### src/include/pec_consts.svh
// Offsets, field positions, reset values and timing counts of the probe unit.
`ifndef PEC_CONSTS_SVH
`define PEC_CONSTS_SVH

`define PEC_ADDR_W 8
`define PEC_OFS_CTRL 8'h00
`define PEC_OFS_CMD 8'h04
`define PEC_OFS_ENABLE 8'h08
`define PEC_OFS_EXTCTRL 8'h0c
`define PEC_OFS_SEL1 8'h10
`define PEC_OFS_SEL2 8'h14
`define PEC_OFS_STATUS 8'h18
`define PEC_OFS_EVCNT 8'h1c
`define PEC_OFS_VAL1P 8'h20
`define PEC_OFS_VAL1N 8'h24
`define PEC_OFS_VAL2P 8'h28
`define PEC_OFS_VAL2N 8'h2c
`define PEC_OFS_DIFF1 8'h30
`define PEC_OFS_DIFF2 8'h34
`define PEC_OFS_MISS 8'h38
`define PEC_OFS_TIME 8'h3c
`define PEC_OFS_WLO1 8'h40
`define PEC_OFS_WHI1 8'h44
`define PEC_OFS_WLO2 8'h48
`define PEC_OFS_WHI2 8'h4c

`define PEC_CTRL_MASK 32'h0000013f
`define PEC_CTRL_POS1 0
`define PEC_CTRL_NEG1 1
`define PEC_CTRL_MODE1 4
`define PEC_CTRL_AUTO 8
`define PEC_EXT_MASK 32'h0000007f
`define PEC_EXT_TIME1 0
`define PEC_EXT_WIN1 2
`define PEC_EXT_MISS1 4
`define PEC_EXT_BOTH 6
`define PEC_SEL_MASK 32'h00000007
`define PEC_NUM_SRC 7
`define PEC_RST_WORD 32'h00000000

`define PEC_CLK_HZ 40000000
`define PEC_TICK_US 1
`define PEC_US_CYCLES (`PEC_CLK_HZ / 1000000 * `PEC_TICK_US)

`define PEC_RESP_OKAY 2'b00
`define PEC_RESP_SLVERR 2'b10

`endif

### src/include/pec_pkg.sv
// Types shared by the probe edge capture unit.
package pec_pkg;
  typedef logic [31:0] pec_word_t;
  typedef logic [2:0] pec_sel_t;
  typedef enum logic [1:0] {
    PEC_WIN_OUT = 2'b00,
    PEC_WIN_IN_LO = 2'b01,
    PEC_WIN_IN_HI = 2'b10
  } pec_win_t;
endpackage : pec_pkg

### src/logic/pec_probe_edge_capture.sv
// Two-channel probe edge capture unit with an AXI4-Lite register slave.
// Function
// - Probe inputs are binary levels with edges
// - Mirror probe levels while detection is active
// - Dual trigger from input one freezes level two
// - Capture needs polarity, command and enable together
// - Independent positive and negative edge enables
// - Auto command on entering operating mode
// - Single or continuous mode per probe
// - Single mode latches first trigger only
// - Continuous mode latches every trigger
// - Time capture ignores source selection
// - Position window with optional miss monitor
// - Both channels may trigger from input one
// - Per-probe selector picks one of seven sources
// - Time capture gives relative microsecond stamps
// - Time differences reach at least 1000 s
// - Four holding values, one per probe and polarity
// - Store difference of opposite polarity captures
// - Count events per probe and polarity
// - Enable re-arm clears counts, flags, misses
`timescale 1ns/10ps
`include "pec_consts.svh"

module pec_probe_edge_capture (
  input wire logic clk_sys,
  input wire logic sys_rst,
  input wire logic [1:0] probeIn,
  input wire logic operatingMode,
  input wire pec_pkg::pec_word_t srcFeedback1,
  input wire pec_pkg::pec_word_t srcFeedback2,
  input wire pec_pkg::pec_word_t srcMeasEncoder,
  input wire pec_pkg::pec_word_t srcCamAngle,
  input wire pec_pkg::pec_word_t srcCyclePos,
  input wire pec_pkg::pec_word_t srcMasterResult,
  input wire pec_pkg::pec_word_t srcMasterEffective,
  input wire logic [7:0] s_axi_awaddr,
  input wire logic s_axi_awvalid,
  output logic s_axi_awready,
  input wire logic [31:0] s_axi_wdata,
  input wire logic [3:0] s_axi_wstrb,
  input wire logic s_axi_wvalid,
  output logic s_axi_wready,
  output logic [1:0] s_axi_bresp,
  output logic s_axi_bvalid,
  input wire logic s_axi_bready,
  input wire logic [7:0] s_axi_araddr,
  input wire logic s_axi_arvalid,
  output logic s_axi_arready,
  output logic [31:0] s_axi_rdata,
  output logic [1:0] s_axi_rresp,
  output logic s_axi_rvalid,
  input wire logic s_axi_rready
);
  import pec_pkg::*;

  localparam logic [5:0] US_CYCLES = 6'(`PEC_US_CYCLES);

  // Picks the selected position source; unknown codes give zero.
  function automatic pec_word_t pickSource(input pec_sel_t sel,
      input pec_word_t s0, input pec_word_t s1, input pec_word_t s2,
      input pec_word_t s3, input pec_word_t s4, input pec_word_t s5,
      input pec_word_t s6);
    pec_word_t r;
    r = '0;
    case (sel)
      3'h0: r = s0;
      3'h1: r = s1;
      3'h2: r = s2;
      3'h3: r = s3;
      3'h4: r = s4;
      3'h5: r = s5;
      3'h6: r = s6;
      default: r = '0;
    endcase
    return r;
  endfunction : pickSource

  // Merges write data into a register under the byte strobes.
  function automatic pec_word_t mergeStrb(input pec_word_t old,
      input pec_word_t data, input logic [3:0] strb, input pec_word_t mask);
    pec_word_t r;
    r = old;
    for (int b = 0; b < 4; b++) begin
      if (strb[b]) begin
        r[b*8 +: 8] = data[b*8 +: 8];
      end
    end
    return r & mask;
  endfunction : mergeStrb

  pec_word_t ctrl;
  pec_word_t extCtrl;
  pec_word_t selReg [2];
  pec_word_t winLo [2];
  pec_word_t winHi [2];
  logic [1:0] probeEnable;
  logic [1:0] enPrev;
  logic captureCmd;
  logic cmdPrev;
  logic opModePrev;
  logic [2:0] sync0;
  logic [2:0] sync1;
  logic [1:0] lvl;
  logic [1:0] lvlPrev;
  logic [1:0] lvlStatus;
  logic [5:0] usDiv;
  pec_word_t usCount;
  pec_word_t holdVal [4];
  pec_word_t diffVal [2];
  logic [3:0] haveVal;
  logic [7:0] evCount [4];
  logic [3:0] latched;
  logic [1:0] singleDone;
  logic [7:0] missCount [2];
  pec_win_t winState [2];
  logic [1:0] winHit;
  logic [1:0] prevBelow;
  logic awHeld;
  logic wHeld;
  logic [7:0] awAddr;
  pec_word_t wData;
  logic [3:0] wStrb;
  logic doWrite;
  logic [1:0] enRise;
  logic [1:0] rawPos;
  logic [1:0] rawNeg;
  logic [1:0] trigPos;
  logic [1:0] trigNeg;
  logic [1:0] timeMode;
  logic [1:0] winEnable;
  logic [1:0] winOk;
  logic [1:0] inWin;
  logic [1:0] below;
  logic [3:0] qual;
  logic [1:0] singleBlock;
  pec_word_t capVal [2];
  pec_word_t next_rdata;
  logic [1:0] next_rresp;

  assign doWrite = awHeld && wHeld && !s_axi_bvalid;
  assign s_axi_awready = !awHeld && !s_axi_bvalid;
  assign s_axi_wready = !wHeld && !s_axi_bvalid;
  assign s_axi_arready = !s_axi_rvalid;

  // Input synchroniser; a level change counts once stages two and three agree.
  always_ff @(posedge clk_sys) begin
    if (sys_rst) begin
      sync0 <= 3'h0;
      sync1 <= 3'h0;
      lvl <= 2'h0;
      lvlPrev <= 2'h0;
    end else begin
      sync0 <= {sync0[1:0], probeIn[0]};
      sync1 <= {sync1[1:0], probeIn[1]};
      if (sync0[1] == sync0[2]) begin
        lvl[0] <= sync0[2];
      end
      if (sync1[1] == sync1[2]) begin
        lvl[1] <= sync1[2];
      end
      lvlPrev <= lvl;
    end
  end

  always_comb begin
    rawPos = lvl & ~lvlPrev;
    rawNeg = ~lvl & lvlPrev;
    trigPos[0] = rawPos[0];
    trigNeg[0] = rawNeg[0];
    trigPos[1] = extCtrl[`PEC_EXT_BOTH] ? rawPos[0] : rawPos[1];
    trigNeg[1] = extCtrl[`PEC_EXT_BOTH] ? rawNeg[0] : rawNeg[1];
    enRise = probeEnable & ~enPrev;
    for (int p = 0; p < 2; p++) begin
      timeMode[p] = extCtrl[`PEC_EXT_TIME1 + p];
      winEnable[p] = extCtrl[`PEC_EXT_WIN1 + p] && !timeMode[p];
      capVal[p] = timeMode[p] ? usCount :
          pickSource(selReg[p][2:0], srcFeedback1, srcFeedback2,
          srcMeasEncoder, srcCamAngle, srcCyclePos, srcMasterResult,
          srcMasterEffective);
      below[p] = capVal[p] < winLo[p];
      inWin[p] = !below[p] && capVal[p] <= winHi[p];
      winOk[p] = !winEnable[p] || inWin[p];
      singleBlock[p] = !ctrl[`PEC_CTRL_MODE1 + p] && singleDone[p]
          && !enRise[p];
      qual[2*p] = trigPos[p] && ctrl[`PEC_CTRL_POS1 + 2*p] && captureCmd
          && probeEnable[p] && winOk[p] && !singleBlock[p];
      qual[2*p+1] = trigNeg[p] && ctrl[`PEC_CTRL_NEG1 + 2*p] && captureCmd
          && probeEnable[p] && winOk[p] && !singleBlock[p];
    end
  end

  // Level status follows the inputs only while capture is active, input two only without dual trigger.
  always_ff @(posedge clk_sys) begin
    if (sys_rst) begin
      lvlStatus <= 2'h0;
    end else if (captureCmd) begin
      lvlStatus[0] <= lvl[0];
      if (!extCtrl[`PEC_EXT_BOTH]) begin
        lvlStatus[1] <= lvl[1];
      end
    end
  end

  // Free running microsecond stamp; 32 bits span over 4000 s.
  always_ff @(posedge clk_sys) begin
    if (sys_rst) begin
      usDiv <= 6'h00;
      usCount <= 32'h00000000;
    end else if (usDiv == US_CYCLES - 6'h01) begin
      usDiv <= 6'h00;
      usCount <= usCount + 32'h00000001;
    end else begin
      usDiv <= usDiv + 6'h01;
    end
  end

  // Capture command, set directly in operating mode or on mode entry.
  always_ff @(posedge clk_sys) begin
    if (sys_rst) begin
      captureCmd <= 1'b0;
      cmdPrev <= 1'b0;
      opModePrev <= 1'b0;
    end else begin
      opModePrev <= operatingMode;
      cmdPrev <= captureCmd;
      if (!operatingMode) begin
        captureCmd <= 1'b0;
      end else if (!opModePrev && ctrl[`PEC_CTRL_AUTO]) begin
        captureCmd <= 1'b1;
      end else if (doWrite && awAddr == `PEC_OFS_CMD && wStrb[0]) begin
        captureCmd <= wData[0];
      end
    end
  end

  // Capture datapath, counters and window tracking per probe.
  always_ff @(posedge clk_sys) begin
    if (sys_rst) begin
      enPrev <= 2'h0;
      singleDone <= 2'h0;
      haveVal <= 4'h0;
      latched <= 4'h0;
      winHit <= 2'h0;
      prevBelow <= 2'h0;
      for (int i = 0; i < 4; i++) begin
        holdVal[i] <= 32'h00000000;
        evCount[i] <= 8'h00;
      end
      for (int p = 0; p < 2; p++) begin
        diffVal[p] <= 32'h00000000;
        missCount[p] <= 8'h00;
        winState[p] <= PEC_WIN_OUT;
      end
    end else begin
      enPrev <= probeEnable;
      if (captureCmd != cmdPrev) begin
        latched <= 4'h0;
      end
      for (int p = 0; p < 2; p++) begin
        if (enRise[p]) begin
          singleDone[p] <= 1'b0;
          haveVal[2*p +: 2] <= 2'h0;
          latched[2*p +: 2] <= 2'h0;
          evCount[2*p] <= 8'h00;
          evCount[2*p+1] <= 8'h00;
          missCount[p] <= 8'h00;
          winHit[p] <= 1'b0;
        end else begin
          if (winEnable[p]) begin
            if (winState[p] == PEC_WIN_OUT) begin
              prevBelow[p] <= below[p];
              if (inWin[p]) begin
                winState[p] <= prevBelow[p] ? PEC_WIN_IN_LO : PEC_WIN_IN_HI;
              end
            end else if (!inWin[p]) begin
              winState[p] <= PEC_WIN_OUT;
              prevBelow[p] <= below[p];
              winHit[p] <= 1'b0;
              if (((winState[p] == PEC_WIN_IN_LO) != below[p]) && !winHit[p]
                  && extCtrl[`PEC_EXT_MISS1 + p] && missCount[p] != 8'hff) begin
                missCount[p] <= missCount[p] + 8'h01;
              end
            end
          end else begin
            winState[p] <= PEC_WIN_OUT;
          end
        end
        for (int e = 0; e < 2; e++) begin
          if (qual[2*p+e]) begin
            holdVal[2*p+e] <= capVal[p];
            haveVal[2*p+e] <= 1'b1;
            latched[2*p+e] <= 1'b1;
            evCount[2*p+e] <= enRise[p] ? 8'h01
                : evCount[2*p+e] + 8'h01;
            singleDone[p] <= 1'b1;
            if (haveVal[2*p+1-e] && !enRise[p]) begin
              diffVal[p] <= capVal[p] - holdVal[2*p+1-e];
            end
            if (winEnable[p]) begin
              winHit[p] <= 1'b1;
              missCount[p] <= 8'h00;
            end
          end
        end
      end
    end
  end

  // AXI4-Lite write channel and configuration registers.
  always_ff @(posedge clk_sys) begin
    if (sys_rst) begin
      awHeld <= 1'b0;
      wHeld <= 1'b0;
      awAddr <= 8'h00;
      wData <= 32'h00000000;
      wStrb <= 4'h0;
      s_axi_bvalid <= 1'b0;
      s_axi_bresp <= `PEC_RESP_OKAY;
      ctrl <= `PEC_RST_WORD;
      extCtrl <= `PEC_RST_WORD;
      probeEnable <= 2'h0;
      for (int p = 0; p < 2; p++) begin
        selReg[p] <= `PEC_RST_WORD;
        winLo[p] <= `PEC_RST_WORD;
        winHi[p] <= `PEC_RST_WORD;
      end
    end else begin
      if (s_axi_awvalid && s_axi_awready) begin
        awHeld <= 1'b1;
        awAddr <= s_axi_awaddr;
      end
      if (s_axi_wvalid && s_axi_wready) begin
        wHeld <= 1'b1;
        wData <= s_axi_wdata;
        wStrb <= s_axi_wstrb;
      end
      if (s_axi_bvalid && s_axi_bready) begin
        s_axi_bvalid <= 1'b0;
      end
      if (doWrite) begin
        awHeld <= 1'b0;
        wHeld <= 1'b0;
        s_axi_bvalid <= 1'b1;
        s_axi_bresp <= `PEC_RESP_OKAY;
        if (awAddr == `PEC_OFS_CTRL) begin
          ctrl <= mergeStrb(ctrl, wData, wStrb, `PEC_CTRL_MASK);
        end else if (awAddr == `PEC_OFS_CMD) begin
          s_axi_bresp <= `PEC_RESP_OKAY;
        end else if (awAddr == `PEC_OFS_ENABLE) begin
          if (wStrb[0]) begin
            probeEnable <= wData[1:0];
          end
        end else if (awAddr == `PEC_OFS_EXTCTRL) begin
          extCtrl <= mergeStrb(extCtrl, wData, wStrb, `PEC_EXT_MASK);
        end else if (awAddr == `PEC_OFS_SEL1) begin
          selReg[0] <= mergeStrb(selReg[0], wData, wStrb, `PEC_SEL_MASK);
        end else if (awAddr == `PEC_OFS_SEL2) begin
          selReg[1] <= mergeStrb(selReg[1], wData, wStrb, `PEC_SEL_MASK);
        end else if (awAddr == `PEC_OFS_WLO1) begin
          winLo[0] <= mergeStrb(winLo[0], wData, wStrb, '1);
        end else if (awAddr == `PEC_OFS_WHI1) begin
          winHi[0] <= mergeStrb(winHi[0], wData, wStrb, '1);
        end else if (awAddr == `PEC_OFS_WLO2) begin
          winLo[1] <= mergeStrb(winLo[1], wData, wStrb, '1);
        end else if (awAddr == `PEC_OFS_WHI2) begin
          winHi[1] <= mergeStrb(winHi[1], wData, wStrb, '1);
        end else begin
          s_axi_bresp <= `PEC_RESP_SLVERR;
        end
      end
    end
  end

  // Read decode; unmapped addresses return zero with an error response.
  always_comb begin
    next_rdata = 32'h00000000;
    next_rresp = `PEC_RESP_OKAY;
    if (s_axi_araddr == `PEC_OFS_CTRL) begin
      next_rdata = ctrl;
    end else if (s_axi_araddr == `PEC_OFS_CMD) begin
      next_rdata = {31'h00000000, captureCmd};
    end else if (s_axi_araddr == `PEC_OFS_ENABLE) begin
      next_rdata = {30'h00000000, probeEnable};
    end else if (s_axi_araddr == `PEC_OFS_EXTCTRL) begin
      next_rdata = extCtrl;
    end else if (s_axi_araddr == `PEC_OFS_SEL1) begin
      next_rdata = selReg[0];
    end else if (s_axi_araddr == `PEC_OFS_SEL2) begin
      next_rdata = selReg[1];
    end else if (s_axi_araddr == `PEC_OFS_STATUS) begin
      next_rdata = {22'h000000, singleDone, latched, operatingMode,
          captureCmd, lvlStatus};
    end else if (s_axi_araddr == `PEC_OFS_EVCNT) begin
      next_rdata = {evCount[3], evCount[2], evCount[1], evCount[0]};
    end else if (s_axi_araddr == `PEC_OFS_VAL1P) begin
      next_rdata = holdVal[0];
    end else if (s_axi_araddr == `PEC_OFS_VAL1N) begin
      next_rdata = holdVal[1];
    end else if (s_axi_araddr == `PEC_OFS_VAL2P) begin
      next_rdata = holdVal[2];
    end else if (s_axi_araddr == `PEC_OFS_VAL2N) begin
      next_rdata = holdVal[3];
    end else if (s_axi_araddr == `PEC_OFS_DIFF1) begin
      next_rdata = diffVal[0];
    end else if (s_axi_araddr == `PEC_OFS_DIFF2) begin
      next_rdata = diffVal[1];
    end else if (s_axi_araddr == `PEC_OFS_MISS) begin
      next_rdata = {16'h0000, missCount[1], missCount[0]};
    end else if (s_axi_araddr == `PEC_OFS_TIME) begin
      next_rdata = usCount;
    end else if (s_axi_araddr == `PEC_OFS_WLO1) begin
      next_rdata = winLo[0];
    end else if (s_axi_araddr == `PEC_OFS_WHI1) begin
      next_rdata = winHi[0];
    end else if (s_axi_araddr == `PEC_OFS_WLO2) begin
      next_rdata = winLo[1];
    end else if (s_axi_araddr == `PEC_OFS_WHI2) begin
      next_rdata = winHi[1];
    end else begin
      next_rresp = `PEC_RESP_SLVERR;
    end
  end

  // AXI4-Lite read channel.
  always_ff @(posedge clk_sys) begin
    if (sys_rst) begin
      s_axi_rvalid <= 1'b0;
      s_axi_rdata <= 32'h00000000;
      s_axi_rresp <= `PEC_RESP_OKAY;
    end else if (s_axi_arvalid && s_axi_arready) begin
      s_axi_rvalid <= 1'b1;
      s_axi_rdata <= next_rdata;
      s_axi_rresp <= next_rresp;
    end else if (s_axi_rready) begin
      s_axi_rvalid <= 1'b0;
    end
  end

endmodule : pec_probe_edge_capture

### config.mk
export PLATFORM = sky130hd
export DESIGN_NAME = pec_probe_edge_capture
export DESIGN_NICKNAME = d
export VERILOG_FILES = /design/src/include/pec_pkg.sv /design/src/logic/pec_probe_edge_capture.sv
export VERILOG_INCLUDE_DIRS = /design/src /design/src/include
export SDC_FILE = /design/constraint.sdc
export NUM_CORES = 2
export LEC_CHECK = 0
export ABC_AREA = 1
export BUFFER_PORTS_ARGS = -buffer_cell sky130_fd_sc_hd__clkbuf_2
export CAP_MARGIN = 20
export CORE_MARGIN = 2
export CORE_UTILIZATION = 50
export CTS_CLUSTER_SIZE = 40
export DETAILED_ROUTE_END_ITERATION = 10
export PLACE_DENSITY = 0.69
export SLEW_MARGIN = 20
export SYNTH_ARGS = -nofsm -noshare
export SYNTH_HDL_FRONTEND = slang
export SYNTH_SLANG_ARGS = --single-unit
### constraint.sdc
create_clock -name clk_sys -period 9.15 [get_ports clk_sys]
set_input_delay 1.83 -clock clk_sys [delete_from_list [all_inputs] [get_ports clk_sys]]
set_output_delay 1.83 -clock clk_sys [all_outputs]
set_load 0.05 [all_outputs]
==> metrics <==
Rel. slew slack=24.6%; Main synth FF type=edfxtp_1; via count=35,260; initial antenna violation count=14; Setup Viol. Count Final=0; Clk pin slew, worst setup/hold paths=60 ps; Worst EP required=9540 ps; syn_area_per_cell=7.93 um^2; Worst IR Drop VDD=0.149 mV; Synth area leaders=edfxtp_1 32%, dfxtp_1 9.5%, nand2_1 8.1%; Total Power=0.00669 W; nature of the critical path startpoint=flip-flop; PortBufs=324; IO Pins=327; Cell Area, Synth=35,400 um^2; RSZ-0062 raised after global routing=false; routability cong.=1.09; dpl hpwl=121 mm; first-pass GRT wire length=219 mm; Top delay family on crit path=compound AO/OA/AOI/OAI gates; GRT met3 Usage=8.30%; most frequent CP cell=nand2_1; synthesized flop and latch total=545; clk sinks=545; minimum clock period=8450 ps; GRT Residual Overflow=0; status=complete, no violations; Final nets=5,289; Post-CTS Resized=0; TritonRoute pass-1 iters=6; MaxCap Viol Count=0; hold_ws=402 ps; post-route DRC violation count=0; GRT Max-Usage Layer=met2; Post-CTS Setup Inserts=0; Root Buffer=clkbuf_16; vias in the first global route=32,705; Bufs on Longest Clock Path=3; CTS Hold Buffers Added=0; CTS Buf Count=58; area leader, netlist=edfxtp_1; CP max stage delay=750 ps; CP Max Fanout=23; Synth async-reset ratio=0%; DR iter-0 viols=4,668; H-tree depth=2; Pleak=17.8 nW; share of layout cells above drive strength 1=11.8%; Chip Width=270 um; Critical Path End Type=flip-flop; Clock Skews=33.0 ps; Post-Synthesis Cells=4,470; CTS tree=yes; final hold vios=0; grt met1 use=54.4%; Tcrit/Tclk final=92.4%; Power Density=166 nW/um^2; Slew Viols, Final=0; Core ar.=70,100 um^2; worst min-delay path category=flip-flop to flip-flop; Max Fclk=118 MHz; routed len/inst=26.4 um; Seq/Total Area, Yosys=41.4%; CP arrival=8840 ps; vias per cell=6.11; CP bufs+invs=7; Final ANT Viol Nets=0; Total Wirelength=152 mm; Synth top area share=31.9%; dpl cell area=38,200 um^2; P&R area growth vs syn=13.9%; die height=270 um; Slowest-stage cell, CP=edfxtp_1; GRT Resource Usage Total=40.6%; Syn. warnings=0; Crit Path Class=flip-flop to flip-flop; die area=73,000 um^2; Skew-Pair Late Insertion Delay=640 ps; fillers=6,745; Setup TNS=0 ps; std cell rows=97; largest net degree at the start of global routing=74; Synth cell types=64; number of synthesized flops with an enable pin=376; Starting Density=50.5%; met2 GRT Util=60.5%; fin area=40,300 um^2; Worst-Margin Slew=1130 ps
## per-layer routing
metal  up-vias  share of wire, %
met1     16612                39
met4         6               7.3
met5         -             0.025
met3       420                12
li1      15997                 -
met2      2225                42
## per-stage QoR
step           cells  utilization, %  setup slack (ps)
3_3_place_gp    5651            54.4               704
3_5_place_dp    5652            54.4               641
2_1_floorplan   4471               -              1790
4_1_cts         5762            57.5               859
6_report        5773            57.5               699
5_1_grt         5768            57.5               222
## worst paths after layout
| path | slack (ps) | endpoint | from | cells after the start |
|---|---|---|---|---|
| max | 700 | diffVal[0][31] | selReg[0][0] | 33 |
| min | 400 | sync1[1] | sync1[0] | 2 |
| max reg2reg | 700 | diffVal[0][31] | selReg[0][0] | 33 |
| min reg2reg | 400 | sync1[1] | sync1[0] | 2 |
## flip-flops by register name (all words and copies together) (netlist names), 7 cells and up
signal	count
awAddr	8
ctrl	7
diffVal	64
evCount	32
extCtrl	7
holdVal	128
missCount	16
s_axi_rdata	32
usCount	32
wData	32
winHi	64
winLo	64
## worst min-delay path, delay by kind of cell (launching register included)
kind / cells / cell delay (ps)
AND/OR/NAND/NOR: 1 / 30
buffers and inverters: 1 / 40
flip-flops: 1 / 300
## cell type report
class | count | area (um^2) | area share, %
multi-input combinational | 3053 | 17400 | 43.1
sequential | 545 | 14700 | 36.4
timing repair buffer | 409 | 2310 | 5.74
inverter | 706 | 2650 | 6.57
clock buffer | 75 | 1590 | 3.93
antenna | 10 | 25.0 | 0.0620
clock inverter | 35 | 522 | 1.29
tap | 940 | 1180 | 2.92
## synth_stat cells (all sizes together), types with 44 or more instances
library cell and number:
dfxtp 169, buf 44, edfxtp 376, a221oi 87
o22ai 126, nor3 59, nand4 60, xor2 82
nand3 134, o21ai 287, nor2 499, a21oi 401
clkbuf 123, ha 227, nand2 769, inv 695
## power breakdown
part	total, W	internal [W]	switching [W]
combinational	0.00128	0.000407	0.000875
sequential	0.00277	0.00271	0.0000581
clock	0.00263	0.00159	0.00104
## cell usage in the layout, fill, tap and decap left out, types with 41 or more instances in the layout
| master | netlist | final |
|---|---|---|
| ha_1 | 227 | 227 |
| nand4_1 | 59 | 59 |
| o221ai_1 | 41 | 41 |
| nand3_1 | 130 | 130 |
| clkbuf_2 | 0 | 323 |
| edfxtp_1 | 376 | 376 |
| o21ai_0 | 275 | 274 |
| a221oi_1 | 87 | 87 |
| nand2_1 | 761 | 760 |
| dfxtp_1 | 169 | 168 |
| o22ai_1 | 126 | 126 |
| nor3_1 | 55 | 54 |
| inv_1 | 676 | 675 |
| buf_4 | 13 | 81 |
| a21oi_1 | 400 | 400 |
| clkbuf_16 | 0 | 59 |
| nor2_1 | 492 | 489 |
| xor2_1 | 82 | 82 |
## cells by family after synthesis
kind of cell / count (synthesis) / synth area share, %
and+or+nand+nor: 1578 / 18.6
adders and majority gates: 230 / 8.19
buffers and inverters: 873 / 9.57
xor gates and xnor gates: 116 / 2.87
other: 1 / 0.0106
AOI/OAI and AO/OA: 1108 / 18.8
muxes: 19 / 0.537
DFF: 545 / 41.4
No activity file was read; power rests on OpenSTA's default activity.
